[src/ilc_pkg.sv]
// Shared constants and types of the interrupt and low-power controller
package ilc_pkg;
   // ***********************************************************
   // Register map (byte addresses) and field layout
   // ***********************************************************
   localparam logic [7:0] A_CTRL = 8'h00;
   localparam logic [7:0] A_FLAG = 8'h04;
   localparam logic [7:0] A_EN = 8'h08;
   localparam logic [7:0] A_STAT = 8'h0C;
   localparam int C_DLY = 0;
   localparam int C_WATCHDOG_DISABLE_BIT = 1;
   localparam int C_EDGE = 2;
   localparam logic [2:0] CTRL_RST = 3'h1;
   localparam logic [7:0] FLAG_RST = 8'h00;
   localparam logic [7:0] EN_RST = 8'h00;
   localparam logic [1:0] RESP_OK = 2'h0;
   localparam logic [1:0] RESP_ERR = 2'h2;
   // ***********************************************************
   // Condition code bit positions
   // ***********************************************************
   localparam int CCR_S = 7;
   localparam int CCR_X = 6;
   localparam int CCR_I = 4;
   // ***********************************************************
   // Stacking slots and service source codes
   // ***********************************************************
   localparam logic [3:0] SLOT_CCR = 4'h8;
   localparam logic [3:0] SRC_NONE = 4'h0;
   localparam logic [3:0] SRC_NONMASKABLE_REQUEST_PIN = 4'h1;
   localparam logic [3:0] SRC_IRQ = 4'h2;
   localparam logic [3:0] SRC_SWI = 4'h3;
   localparam logic [3:0] SRC_ILL = 4'h4;
   localparam logic [3:0] SRC_PER0 = 4'h8;
   localparam logic [15:0] RESTART_CYC = 16'h1000;
   // Implemented opcode maps, one bit per opcode, per page
   localparam logic [255:0] IMPL_P0 = {{254{1'b1}}, 2'h2};
   localparam logic [255:0] IMPL_P1 = {{128{1'b0}}, {128{1'b1}}};
   localparam logic [255:0] IMPL_P2 = {{192{1'b0}}, {64{1'b1}}};
   localparam logic [255:0] IMPL_P3 = {{224{1'b0}}, {32{1'b1}}};
   typedef enum logic [2:0] {
      ST_BOOT, ST_RUN, ST_STACK, ST_VECT, ST_WAIT, ST_STOP, ST_DELAY
   } ilc_state_t;
endpackage

[src/ilc_top.sv]
// Interrupt control, register stacking and wait/stop low-power control
module ilc_top #(
   parameter logic [15:0] RESTART_CYCLES = ilc_pkg::RESTART_CYC
) (
   input wire logic aclk,
   input wire logic aresetn,
   input wire logic [7:0] s_axi_awaddr,
   input wire logic s_axi_awvalid,
   output logic s_axi_awready,
   input wire logic [31:0] s_axi_wdata,
   input wire logic [3:0] s_axi_wstrb,
   input wire logic s_axi_wvalid,
   output logic s_axi_wready,
   output logic [1:0] s_axi_bresp,
   output logic s_axi_bvalid,
   input wire logic s_axi_bready,
   input wire logic [7:0] s_axi_araddr,
   input wire logic s_axi_arvalid,
   output logic s_axi_arready,
   output logic [31:0] s_axi_rdata,
   output logic [1:0] s_axi_rresp,
   output logic s_axi_rvalid,
   input wire logic s_axi_rready,
   input wire logic irq_n,
   input wire logic nonmaskable_request_pin_n,
   input wire logic [7:0] periph_event,
   input wire logic por_flag,
   input wire logic core_boundary,
   input wire logic core_op_valid,
   input wire logic [1:0] core_op_page,
   input wire logic [7:0] core_opcode,
   input wire logic [15:0] core_sp,
   input wire logic core_tap,
   input wire logic [7:0] core_tap_data,
   input wire logic core_rti,
   input wire logic [7:0] core_rti_ccr,
   input wire logic core_software_trap_instruction,
   input wire logic core_wait_instruction,
   input wire logic core_stop,
   output logic [7:0] condition_code_register,
   output logic core_halt,
   output logic svc_valid,
   output logic [3:0] svc_src,
   output logic svc_ret_first_byte,
   output logic stk_valid,
   output logic [3:0] stk_slot,
   output logic [15:0] stk_addr,
   output logic wait_rd_valid,
   output logic [15:0] wait_rd_addr,
   output logic osc_run,
   output logic clk_run,
   output logic timer_halt
);
   // ***********************************************************
   // Helpers
   // ***********************************************************
   function automatic logic is_illegal(input logic [1:0] pg, input logic [7:0] op);
      logic [255:0] m;
      m = ilc_pkg::IMPL_P0;
      case (pg)
         2'h1: m = ilc_pkg::IMPL_P1;
         2'h2: m = ilc_pkg::IMPL_P2;
         2'h3: m = ilc_pkg::IMPL_P3;
         default: m = ilc_pkg::IMPL_P0;
      endcase
      return ~m[op];
   endfunction

   function automatic logic [15:0] sp_minus(input logic [15:0] sp, input logic [3:0] n);
      return sp - {12'h000, n};
   endfunction

   // ***********************************************************
   // Pin synchronisers
   // ***********************************************************
   logic irq_s1_q, irq_s2_q, irq_s3_q, nonmaskable_request_pin_s1_q, nonmaskable_request_pin_s2_q;
   always_ff @(posedge aclk) begin
      if (!aresetn) begin
         irq_s1_q <= 1'b1;
         irq_s2_q <= 1'b1;
         irq_s3_q <= 1'b1;
         nonmaskable_request_pin_s1_q <= 1'b1;
         nonmaskable_request_pin_s2_q <= 1'b1;
      end else begin
         irq_s1_q <= irq_n;
         irq_s2_q <= irq_s1_q;
         irq_s3_q <= irq_s2_q;
         nonmaskable_request_pin_s1_q <= nonmaskable_request_pin_n;
         nonmaskable_request_pin_s2_q <= nonmaskable_request_pin_s1_q;
      end
   end

   // ***********************************************************
   // State and registers
   // ***********************************************************
   ilc_pkg::ilc_state_t st_q, st_d;
   logic x_q, x_d, i_q, i_d, s_q, s_d;
   logic [2:0] ctrl_q;
   logic [7:0] flag_q, flag_d, en_q;
   logic edge_q, edge_d;
   logic [3:0] cnt_q, cnt_d, src_q, src_d;
   logic [15:0] sp_q, sp_d, dly_q, dly_d;
   logic wflag_q, wflag_d, first_q, first_d;
   logic svc_q, svc_d;

   // ***********************************************************
   // Pending and priority
   // ***********************************************************
   wire irq_low = ~irq_s2_q;
   wire nonmaskable_request_pin_low = ~nonmaskable_request_pin_s2_q;
   wire irq_fall = irq_s3_q & ~irq_s2_q;
   wire edge_mode = ctrl_q[ilc_pkg::C_EDGE];
   wire irq_raw = edge_mode ? edge_q : irq_low;
   wire [7:0] per_req = flag_q & en_q;
   wire nonmaskable_request_pin_pend = nonmaskable_request_pin_low & ~x_q;
   wire irq_pend = irq_raw & ~i_q;
   wire per_pend = (|per_req) & ~i_q;
   wire pend_any = nonmaskable_request_pin_pend | irq_pend | per_pend;
   logic [3:0] per_src;
   always_comb begin
      per_src = ilc_pkg::SRC_PER0;
      for (int k = 7; k >= 0; k--) begin
         if (per_req[k]) begin
            per_src = ilc_pkg::SRC_PER0 + 4'(k);
         end
      end
   end
   // Nonmaskable pin first, then external pin, then peripherals
   wire [3:0] win_src = nonmaskable_request_pin_pend ? ilc_pkg::SRC_NONMASKABLE_REQUEST_PIN :
                        irq_pend ? ilc_pkg::SRC_IRQ : per_src;
   wire stop_wake = nonmaskable_request_pin_low | (irq_raw & ~i_q);
   wire illegal = core_op_valid & is_illegal(core_op_page, core_opcode);
   wire dly_on = ctrl_q[ilc_pkg::C_DLY];

   // ***********************************************************
   // Sequencer
   // ***********************************************************
   always_comb begin
      st_d = st_q;
      x_d = x_q;
      i_d = i_q;
      s_d = s_q;
      cnt_d = cnt_q;
      src_d = src_q;
      sp_d = sp_q;
      dly_d = dly_q;
      wflag_d = wflag_q;
      first_d = first_q;
      svc_d = 1'b0;
      case (st_q)
         ilc_pkg::ST_BOOT: begin
            dly_d = RESTART_CYCLES;
            st_d = por_flag ? ilc_pkg::ST_DELAY : ilc_pkg::ST_RUN;
         end
         ilc_pkg::ST_RUN: begin
            cnt_d = 4'h0;
            sp_d = core_sp;
            first_d = 1'b0;
            wflag_d = 1'b0;
            if (core_software_trap_instruction) begin
               src_d = ilc_pkg::SRC_SWI;
               st_d = ilc_pkg::ST_STACK;
            end else if (illegal) begin
               src_d = ilc_pkg::SRC_ILL;
               first_d = 1'b1;
               st_d = ilc_pkg::ST_STACK;
            end else if (core_wait_instruction) begin
               wflag_d = 1'b1;
               st_d = ilc_pkg::ST_STACK;
            end else if (core_stop) begin
               if (!s_q) begin
                  st_d = ilc_pkg::ST_STOP;
               end
            end else if (core_boundary && pend_any) begin
               src_d = win_src;
               st_d = ilc_pkg::ST_STACK;
            end else if (core_rti) begin
               x_d = core_rti_ccr[ilc_pkg::CCR_X];
               i_d = core_rti_ccr[ilc_pkg::CCR_I];
               s_d = core_rti_ccr[ilc_pkg::CCR_S];
            end else if (core_tap) begin
               x_d = x_q & core_tap_data[ilc_pkg::CCR_X];
               i_d = core_tap_data[ilc_pkg::CCR_I];
               s_d = core_tap_data[ilc_pkg::CCR_S];
            end
         end
         ilc_pkg::ST_STACK: begin
            cnt_d = cnt_q + 4'h1;
            if (cnt_q == ilc_pkg::SLOT_CCR) begin
               st_d = wflag_q ? ilc_pkg::ST_WAIT : ilc_pkg::ST_VECT;
            end
         end
         ilc_pkg::ST_VECT: begin
            svc_d = 1'b1;
            i_d = 1'b1;
            if (src_q == ilc_pkg::SRC_NONMASKABLE_REQUEST_PIN) begin
               x_d = 1'b1;
            end
            st_d = ilc_pkg::ST_RUN;
         end
         ilc_pkg::ST_WAIT: begin
            if (pend_any) begin
               src_d = win_src;
               st_d = ilc_pkg::ST_VECT;
            end
         end
         ilc_pkg::ST_STOP: begin
            dly_d = RESTART_CYCLES;
            if (stop_wake) begin
               st_d = dly_on ? ilc_pkg::ST_DELAY : ilc_pkg::ST_RUN;
            end
         end
         ilc_pkg::ST_DELAY: begin
            dly_d = dly_q - 16'h0001;
            if (dly_q <= 16'h0001) begin
               st_d = ilc_pkg::ST_RUN;
            end
         end
         default: st_d = ilc_pkg::ST_RUN;
      endcase
   end

   always_ff @(posedge aclk) begin
      if (!aresetn) begin
         st_q <= ilc_pkg::ST_BOOT;
         x_q <= 1'b1;
         i_q <= 1'b1;
         s_q <= 1'b1;
         cnt_q <= 4'h0;
         src_q <= ilc_pkg::SRC_NONE;
         sp_q <= 16'h0000;
         dly_q <= 16'h0000;
         wflag_q <= 1'b0;
         first_q <= 1'b0;
         svc_q <= 1'b0;
      end else begin
         st_q <= st_d;
         x_q <= x_d;
         i_q <= i_d;
         s_q <= s_d;
         cnt_q <= cnt_d;
         src_q <= src_d;
         sp_q <= sp_d;
         dly_q <= dly_d;
         wflag_q <= wflag_d;
         first_q <= first_d;
         svc_q <= svc_d;
      end
   end

   // ***********************************************************
   // Source flags and external edge latch
   // ***********************************************************
   logic wr_go;
   logic [7:0] wr_addr;
   logic [31:0] wr_data;
   logic [3:0] wr_strb;
   wire wr_lane0 = wr_go & wr_strb[0];
   wire flag_clr = wr_lane0 & (wr_addr == ilc_pkg::A_FLAG);
   wire irq_taken = svc_q & (src_q == ilc_pkg::SRC_IRQ);
   // Set wins over a simultaneous clear
   assign flag_d = (flag_q & ~(flag_clr ? wr_data[7:0] : 8'h00)) | periph_event;
   assign edge_d = irq_fall | (edge_q & ~irq_taken);
   always_ff @(posedge aclk) begin
      if (!aresetn) begin
         flag_q <= ilc_pkg::FLAG_RST;
         edge_q <= 1'b0;
      end else begin
         flag_q <= flag_d;
         edge_q <= edge_d;
      end
   end

   // ***********************************************************
   // Outputs to core, bus and clock control
   // ***********************************************************
   wire in_stop = (st_d == ilc_pkg::ST_STOP);
   wire in_wait = (st_d == ilc_pkg::ST_WAIT);
   always_ff @(posedge aclk) begin
      if (!aresetn) begin
         condition_code_register <= 8'h00;
         core_halt <= 1'b1;
         svc_valid <= 1'b0;
         svc_src <= ilc_pkg::SRC_NONE;
         svc_ret_first_byte <= 1'b0;
         stk_valid <= 1'b0;
         stk_slot <= 4'h0;
         stk_addr <= 16'h0000;
         wait_rd_valid <= 1'b0;
         wait_rd_addr <= 16'h0000;
         osc_run <= 1'b1;
         clk_run <= 1'b1;
         timer_halt <= 1'b0;
      end else begin
         condition_code_register <= {s_d, x_d, 1'b0, i_d, 4'h0};
         core_halt <= (st_d != ilc_pkg::ST_RUN);
         svc_valid <= svc_d;
         svc_src <= src_d;
         svc_ret_first_byte <= first_d;
         stk_valid <= (st_d == ilc_pkg::ST_STACK);
         stk_slot <= cnt_d;
         stk_addr <= sp_minus(sp_d, cnt_d);
         wait_rd_valid <= in_wait;
         wait_rd_addr <= sp_minus(sp_d, ilc_pkg::SLOT_CCR);
         osc_run <= ~in_stop;
         clk_run <= ~in_stop;
         timer_halt <= in_wait & i_d & ctrl_q[ilc_pkg::C_WATCHDOG_DISABLE_BIT];
      end
   end

   // ***********************************************************
   // AXI4-Lite slave
   // ***********************************************************
   logic aw_ok_q, w_ok_q;
   wire aw_hs = s_axi_awvalid & s_axi_awready;
   wire w_hs = s_axi_wvalid & s_axi_wready;
   wire aw_have = aw_ok_q | aw_hs;
   wire w_have = w_ok_q | w_hs;
   assign wr_go = aw_have & w_have & ~s_axi_bvalid;
   logic [7:0] awa_q;
   logic [31:0] wd_q;
   logic [3:0] ws_q;
   assign wr_addr = aw_hs ? s_axi_awaddr : awa_q;
   assign wr_data = w_hs ? s_axi_wdata : wd_q;
   assign wr_strb = w_hs ? s_axi_wstrb : ws_q;
   wire wr_map = (wr_addr == ilc_pkg::A_CTRL) | (wr_addr == ilc_pkg::A_FLAG) |
                 (wr_addr == ilc_pkg::A_EN) | (wr_addr == ilc_pkg::A_STAT);
   wire ar_hs = s_axi_arvalid & s_axi_arready;
   logic [31:0] rd_mux;
   logic rd_map;
   always_comb begin
      rd_mux = 32'h0000_0000;
      rd_map = 1'b1;
      case (s_axi_araddr)
         ilc_pkg::A_CTRL: rd_mux[2:0] = ctrl_q;
         ilc_pkg::A_FLAG: rd_mux[7:0] = flag_q;
         ilc_pkg::A_EN: rd_mux[7:0] = en_q;
         ilc_pkg::A_STAT: rd_mux[15:0] = {5'h00, st_q, condition_code_register};
         default: rd_map = 1'b0;
      endcase
   end
   always_ff @(posedge aclk) begin
      if (!aresetn) begin
         aw_ok_q <= 1'b0;
         w_ok_q <= 1'b0;
         awa_q <= 8'h00;
         wd_q <= 32'h0000_0000;
         ws_q <= 4'h0;
         s_axi_awready <= 1'b0;
         s_axi_wready <= 1'b0;
         s_axi_bvalid <= 1'b0;
         s_axi_bresp <= ilc_pkg::RESP_OK;
         s_axi_arready <= 1'b0;
         s_axi_rvalid <= 1'b0;
         s_axi_rdata <= 32'h0000_0000;
         s_axi_rresp <= ilc_pkg::RESP_OK;
         ctrl_q <= ilc_pkg::CTRL_RST;
         en_q <= ilc_pkg::EN_RST;
      end else begin
         if (aw_hs) begin
            awa_q <= s_axi_awaddr;
         end
         if (w_hs) begin
            wd_q <= s_axi_wdata;
            ws_q <= s_axi_wstrb;
         end
         aw_ok_q <= aw_have & ~wr_go;
         w_ok_q <= w_have & ~wr_go;
         s_axi_awready <= ~aw_have & ~s_axi_awready & ~s_axi_bvalid;
         s_axi_wready <= ~w_have & ~s_axi_wready & ~s_axi_bvalid;
         if (wr_go) begin
            s_axi_bvalid <= 1'b1;
            s_axi_bresp <= wr_map ? ilc_pkg::RESP_OK : ilc_pkg::RESP_ERR;
         end else if (s_axi_bready) begin
            s_axi_bvalid <= 1'b0;
         end
         if (wr_lane0 && wr_addr == ilc_pkg::A_CTRL) begin
            ctrl_q <= wr_data[2:0];
         end
         if (wr_lane0 && wr_addr == ilc_pkg::A_EN) begin
            en_q <= wr_data[7:0];
         end
         s_axi_arready <= ~s_axi_arready & ~s_axi_rvalid & s_axi_arvalid;
         if (ar_hs) begin
            s_axi_rvalid <= 1'b1;
            s_axi_rdata <= rd_mux;
            s_axi_rresp <= rd_map ? ilc_pkg::RESP_OK : ilc_pkg::RESP_ERR;
         end else if (s_axi_rready) begin
            s_axi_rvalid <= 1'b0;
         end
      end
   end
endmodule

[config.mk]
export PLATFORM = sky130hd
export DESIGN_NAME = ilc_top
export DESIGN_NICKNAME = d
export VERILOG_FILES = /design/src/ilc_pkg.sv /design/src/ilc_top.sv
export SDC_FILE = /design/constraint.sdc
export NUM_CORES = 1
export LEC_CHECK = 0
export BUFFER_PORTS_ARGS = -buffer_cell sky130_fd_sc_hd__clkbuf_2
export CORE_ASPECT_RATIO = 1.75
export CORE_MARGIN = 4
export CORE_UTILIZATION = 40
export DETAILED_ROUTE_END_ITERATION = 12
export PLACE_DENSITY = 0.76
export SLEW_MARGIN = 30
export SYNTH_ARGS = -nofsm -noshare
export SYNTH_HDL_FRONTEND = slang
export SYNTH_SLANG_ARGS = --single-unit
[constraint.sdc]
create_clock -name aclk -period 7.5 [get_ports aclk]
set_input_delay 2.25 -clock aclk [delete_from_list [all_inputs] [get_ports aclk]]
set_output_delay 2.25 -clock aclk [all_outputs]
set_load 0.1 [all_outputs]
==> metrics.txt <==
number of global-route vias before repair=between 5000 and 6000; Layout Nets=1062; Worst EP arrival=~4.3 ns; Leak=0.00358 µW; # port buffers=150; global route overflow=0; Seq pwr share=0.294; post-layout min period=4.02 ns; CP delay by family, top=simple AND/OR/NAND/NOR gates; GRT Total Usage=0.183; die area=roughly 19000 µm²; Area Overhead vs Synth=20.1%; Max-cap violations=0; num rows=63; CP max stage cell=a21oi_2; Top Ports=approximately 220; TritonCTS buffer count=17; Netlist cell types=73; n_diodes=0; final worst-path cycle share=0.536; sw power=1580 µW; DRT antenna net count=0; hold_ws=slightly above 0.4 ns; most frequent cells in the layout=clkbuf_2 (150), dfxtp_1 (148), nor2_1 (110), nand2_1 (80), a21oi_1 (48); Post-DP HPWL=13600 µm; area of the multi-input gates=3530 µm²; Max H-tree Level=4; Worst Skew=0.00867 ns; gp weighted congestion=a little under 0.9; DRC errors left=0; largest net degree at the start of global routing=between 60 and 70; register area share after synthesis=0.433; Synthesis Warnings=0; global-route wire length before repair=28300 µm; core footprint=16900 µm²; CTS clock-pin slew for the worst setup and hold paths=about 0.06 ns; Crit Reg-Reg Startpoint=st_q[0]; die width=107 µm; Clk network pwr share=0.235; sequential cell area=2960 µm²; hold path startpoint=nonmaskable_request_pin_s1_q; clk_lat worst skew=0.42 ns; Initial Util=0.406; Crit Path Max Fanout=13; Slew Viols, Final=0; CP required=roughly 7.8 ns; Mapped Area=6840 µm²; Post-CTS Setup Bufs=0; Hold Path End=nonmaskable_request_pin_s2_q; fill count=~1700; worst r2r path cells=10; commonest non-fill, non-tap cell in the layout=clkbuf_2; Crit Reg-Reg Endpoint=stk_addr[15]; crit end category=register; TNS Setup=0 ns; # hold bufs at CTS=0; die height=approximately 180 µm; Post-Syn Instances=796; maximum vdd drop=0.000223 V; Root Driver=clkbuf_16; CP Launch Type=input pin; routed vias=6140; Fmax=249 MHz; CTS tree=yes; Most used DFF post-synth=dfxtp_1; Async SR Flop Fraction=0; Max Root-Sink Buffers=2; fraction of layout cells with a size suffix above 1=0.233; Worst Max-Slew Pin Slew=0.791 ns; RSZ-0062 raised after global routing=no; final setup violation count=0; status=complete, no violations; Slew HR=0.473; initial drt markers=279; CP bufs+invs=1; CP Cell Sequence=clkbuf_2 > or4_1 > nor4_2 > o211ai_1 > a21oi_2 > mux2i_1 > nor2_1; Crit Path Category=in -> reg; Pint=1810 µW; drt pass-1 iters=5; Post-synth EDFFs=0; Total Wirelength=18000 µm; Worst Hold Class=reg -> reg; PostCTS Resize Cnt=0; synthesized flop and latch total=about 150; Hold Path Depth=1; vias per cell=5.24; antenna violations before repair=0; pwr dens=between 400 and 500 nW/µm²; Final Hold Fails=0; syn_area_per_cell=8.60 µm²; drt wl/cell=15.4 µm; clk sinks=148; R2R setup slack=4.24 ns; Crit path largest cell delay=0.57 ns; sw frac=0.467; Comb pwr share=0.470
-- sequential cells by signal, summed over array words and instances (netlist names), 8 cells and up --
| register | cells |
|---|---|
| awa_q | 8 |
| dly_q | 16 |
| en_q | 8 |
| flag_q | 8 |
| s_axi_rdata | 11 |
| sp_q | 16 |
| stk_addr | 16 |
| wait_rd_addr | 13 |
| wd_q | 8 |
-- power groups by stage --
stage / combinational [µW] / sequential (µW) / clock (µW)
final: 1590 / 998 / 797
after global routing: 1710 / 1010 / 848
after CTS: 1600 / 998 / 811
after detailed placement: 1590 / 1010 / 0
after global placement: 1570 / 1010 / 0
after floorplan: 888 / 1440 / 0
-- how the worst max path moves through the flow --
| stage | startpoint | end | cells past startpoint | slack [ns] |
|---|---|---|---|---|
| 3_5_place_dp | s_axi_awaddr[6] | flag_q[1] | 6 | 3.08 |
| 3_3_place_gp | s_axi_awaddr[6] | flag_q[1] | 6 | 3.09 |
| 5_1_grt | core_sp[1] | stk_addr[15] | 10 | 3.33 |
| 4_1_cts | s_axi_awaddr[6] | en_q[0] | 7 | 3.46 |
| 2_1_floorplan | s_axi_awaddr[6] | en_q[5] | 7 | 3.57 |
| 6_report | s_axi_awaddr[6] | en_q[0] | 7 | 3.48 |
-- final cells by class --
cell class / count / share of cell area
Timing Repair Buffer: 155 / 0.0975
Clock buffer: 19 / 0.0539
Inverter: 24 / 0.0110
Sequential cell: 148 / 0.361
Clock inverter: 12 / 0.0132
Multi-Input combinational cell: 587 / 0.429
Tap cell: 227 / 0.0346
-- cells in the mapped netlist, types with 5 or more instances --
cell | instances | area (µm²)
buf_4 | 32 | 240
nor3_1 | 26 | 130
buf_2 | 5 | 25.0
o211ai_1 | 8 | 60.1
dfxtp_1 | 148 | 2960
or4_1 | 8 | 60.1
or3_1 | 6 | 37.5
a22oi_1 | 14 | 105
a21oi_1 | 48 | 240
xor2_1 | 10 | 87.6
nand4_1 | 11 | 68.8
mux2_2 | 10 | 113
nor2b_1 | 7 | 43.8
nand2b_1 | 18 | 113
ha_1 | 9 | 113
nand2_1 | 80 | 300
inv_1 | 24 | 90.1
and2_1 | 12 | 75.1
clkbuf_1 | 24 | 90.1
a31oi_1 | 6 | 37.5
mux2i_1 | 29 | 290
a22o_1 | 6 | 52.6
nand3_1 | 17 | 85.1
nor4_1 | 6 | 37.5
a211oi_1 | 7 | 52.6
o21ai_0 | 29 | 145
nor2_1 | 110 | 413
xnor2_1 | 8 | 70.1
nand3b_1 | 7 | 52.6
-- worst register-to-register path, cell delays in order, from the launching register on --
cell	delay, ns
dfxtp_1	0.64
nor3b_4	0.48
mux2i_1	0.41
inv_1	0.09
ha_1	0.27
nor2b_1	0.14
o211ai_1	0.17
nand3_1	0.26
nor3_1	0.40
nand2_1	0.15
mux2i_1	0.14
-- cell families (layout without fill, tap and decap cells) --
group                    count (synthesis)  count (layout)  share of synthesized area
flip-flops                             148             148                      0.433
AO/OA/AOI/OAI                          157             157                      0.150
other                                    1              28                   0.000548
multiplexers                            43              43                     0.0669
AND/OR/NAND/NOR                        331             331                      0.239
XOR/XNOR                                18              18                     0.0230
adder cells (fa/ha/maj)                 10              10                     0.0194
buffers and inverters                   88             210                     0.0678
-- per-stage QoR --
step / setup slack (ns) / instances / cell area, µm² / total power (µW) / utilization
5_1_grt: 3.33 / 1172 / 8220 / 3570 / 0.487
6_report: 3.48 / 1172 / 8220 / 3390 / 0.487
3_5_place_dp: 3.08 / 1141 / 7660 / 2600 / 0.454
4_1_cts: 3.46 / 1172 / 8220 / 3410 / 0.487
3_3_place_gp: 3.09 / 1141 / 7660 / 2580 / 0.454
2_1_floorplan: 3.57 / 823 / 6940 / 2330 / -
-- layer usage --
layer | up-vias | global-route usage | routed length [µm]
met5 | - | 0 | 0
met4 | 0 | 0.0783 | 607
met3 | 38 | 0.0332 | 918
met2 | 202 | 0.353 | 10100
met1 | 2882 | 0.186 | 6420
li1 | 3018 | - | -
Power figures use the tool's default switching activity.
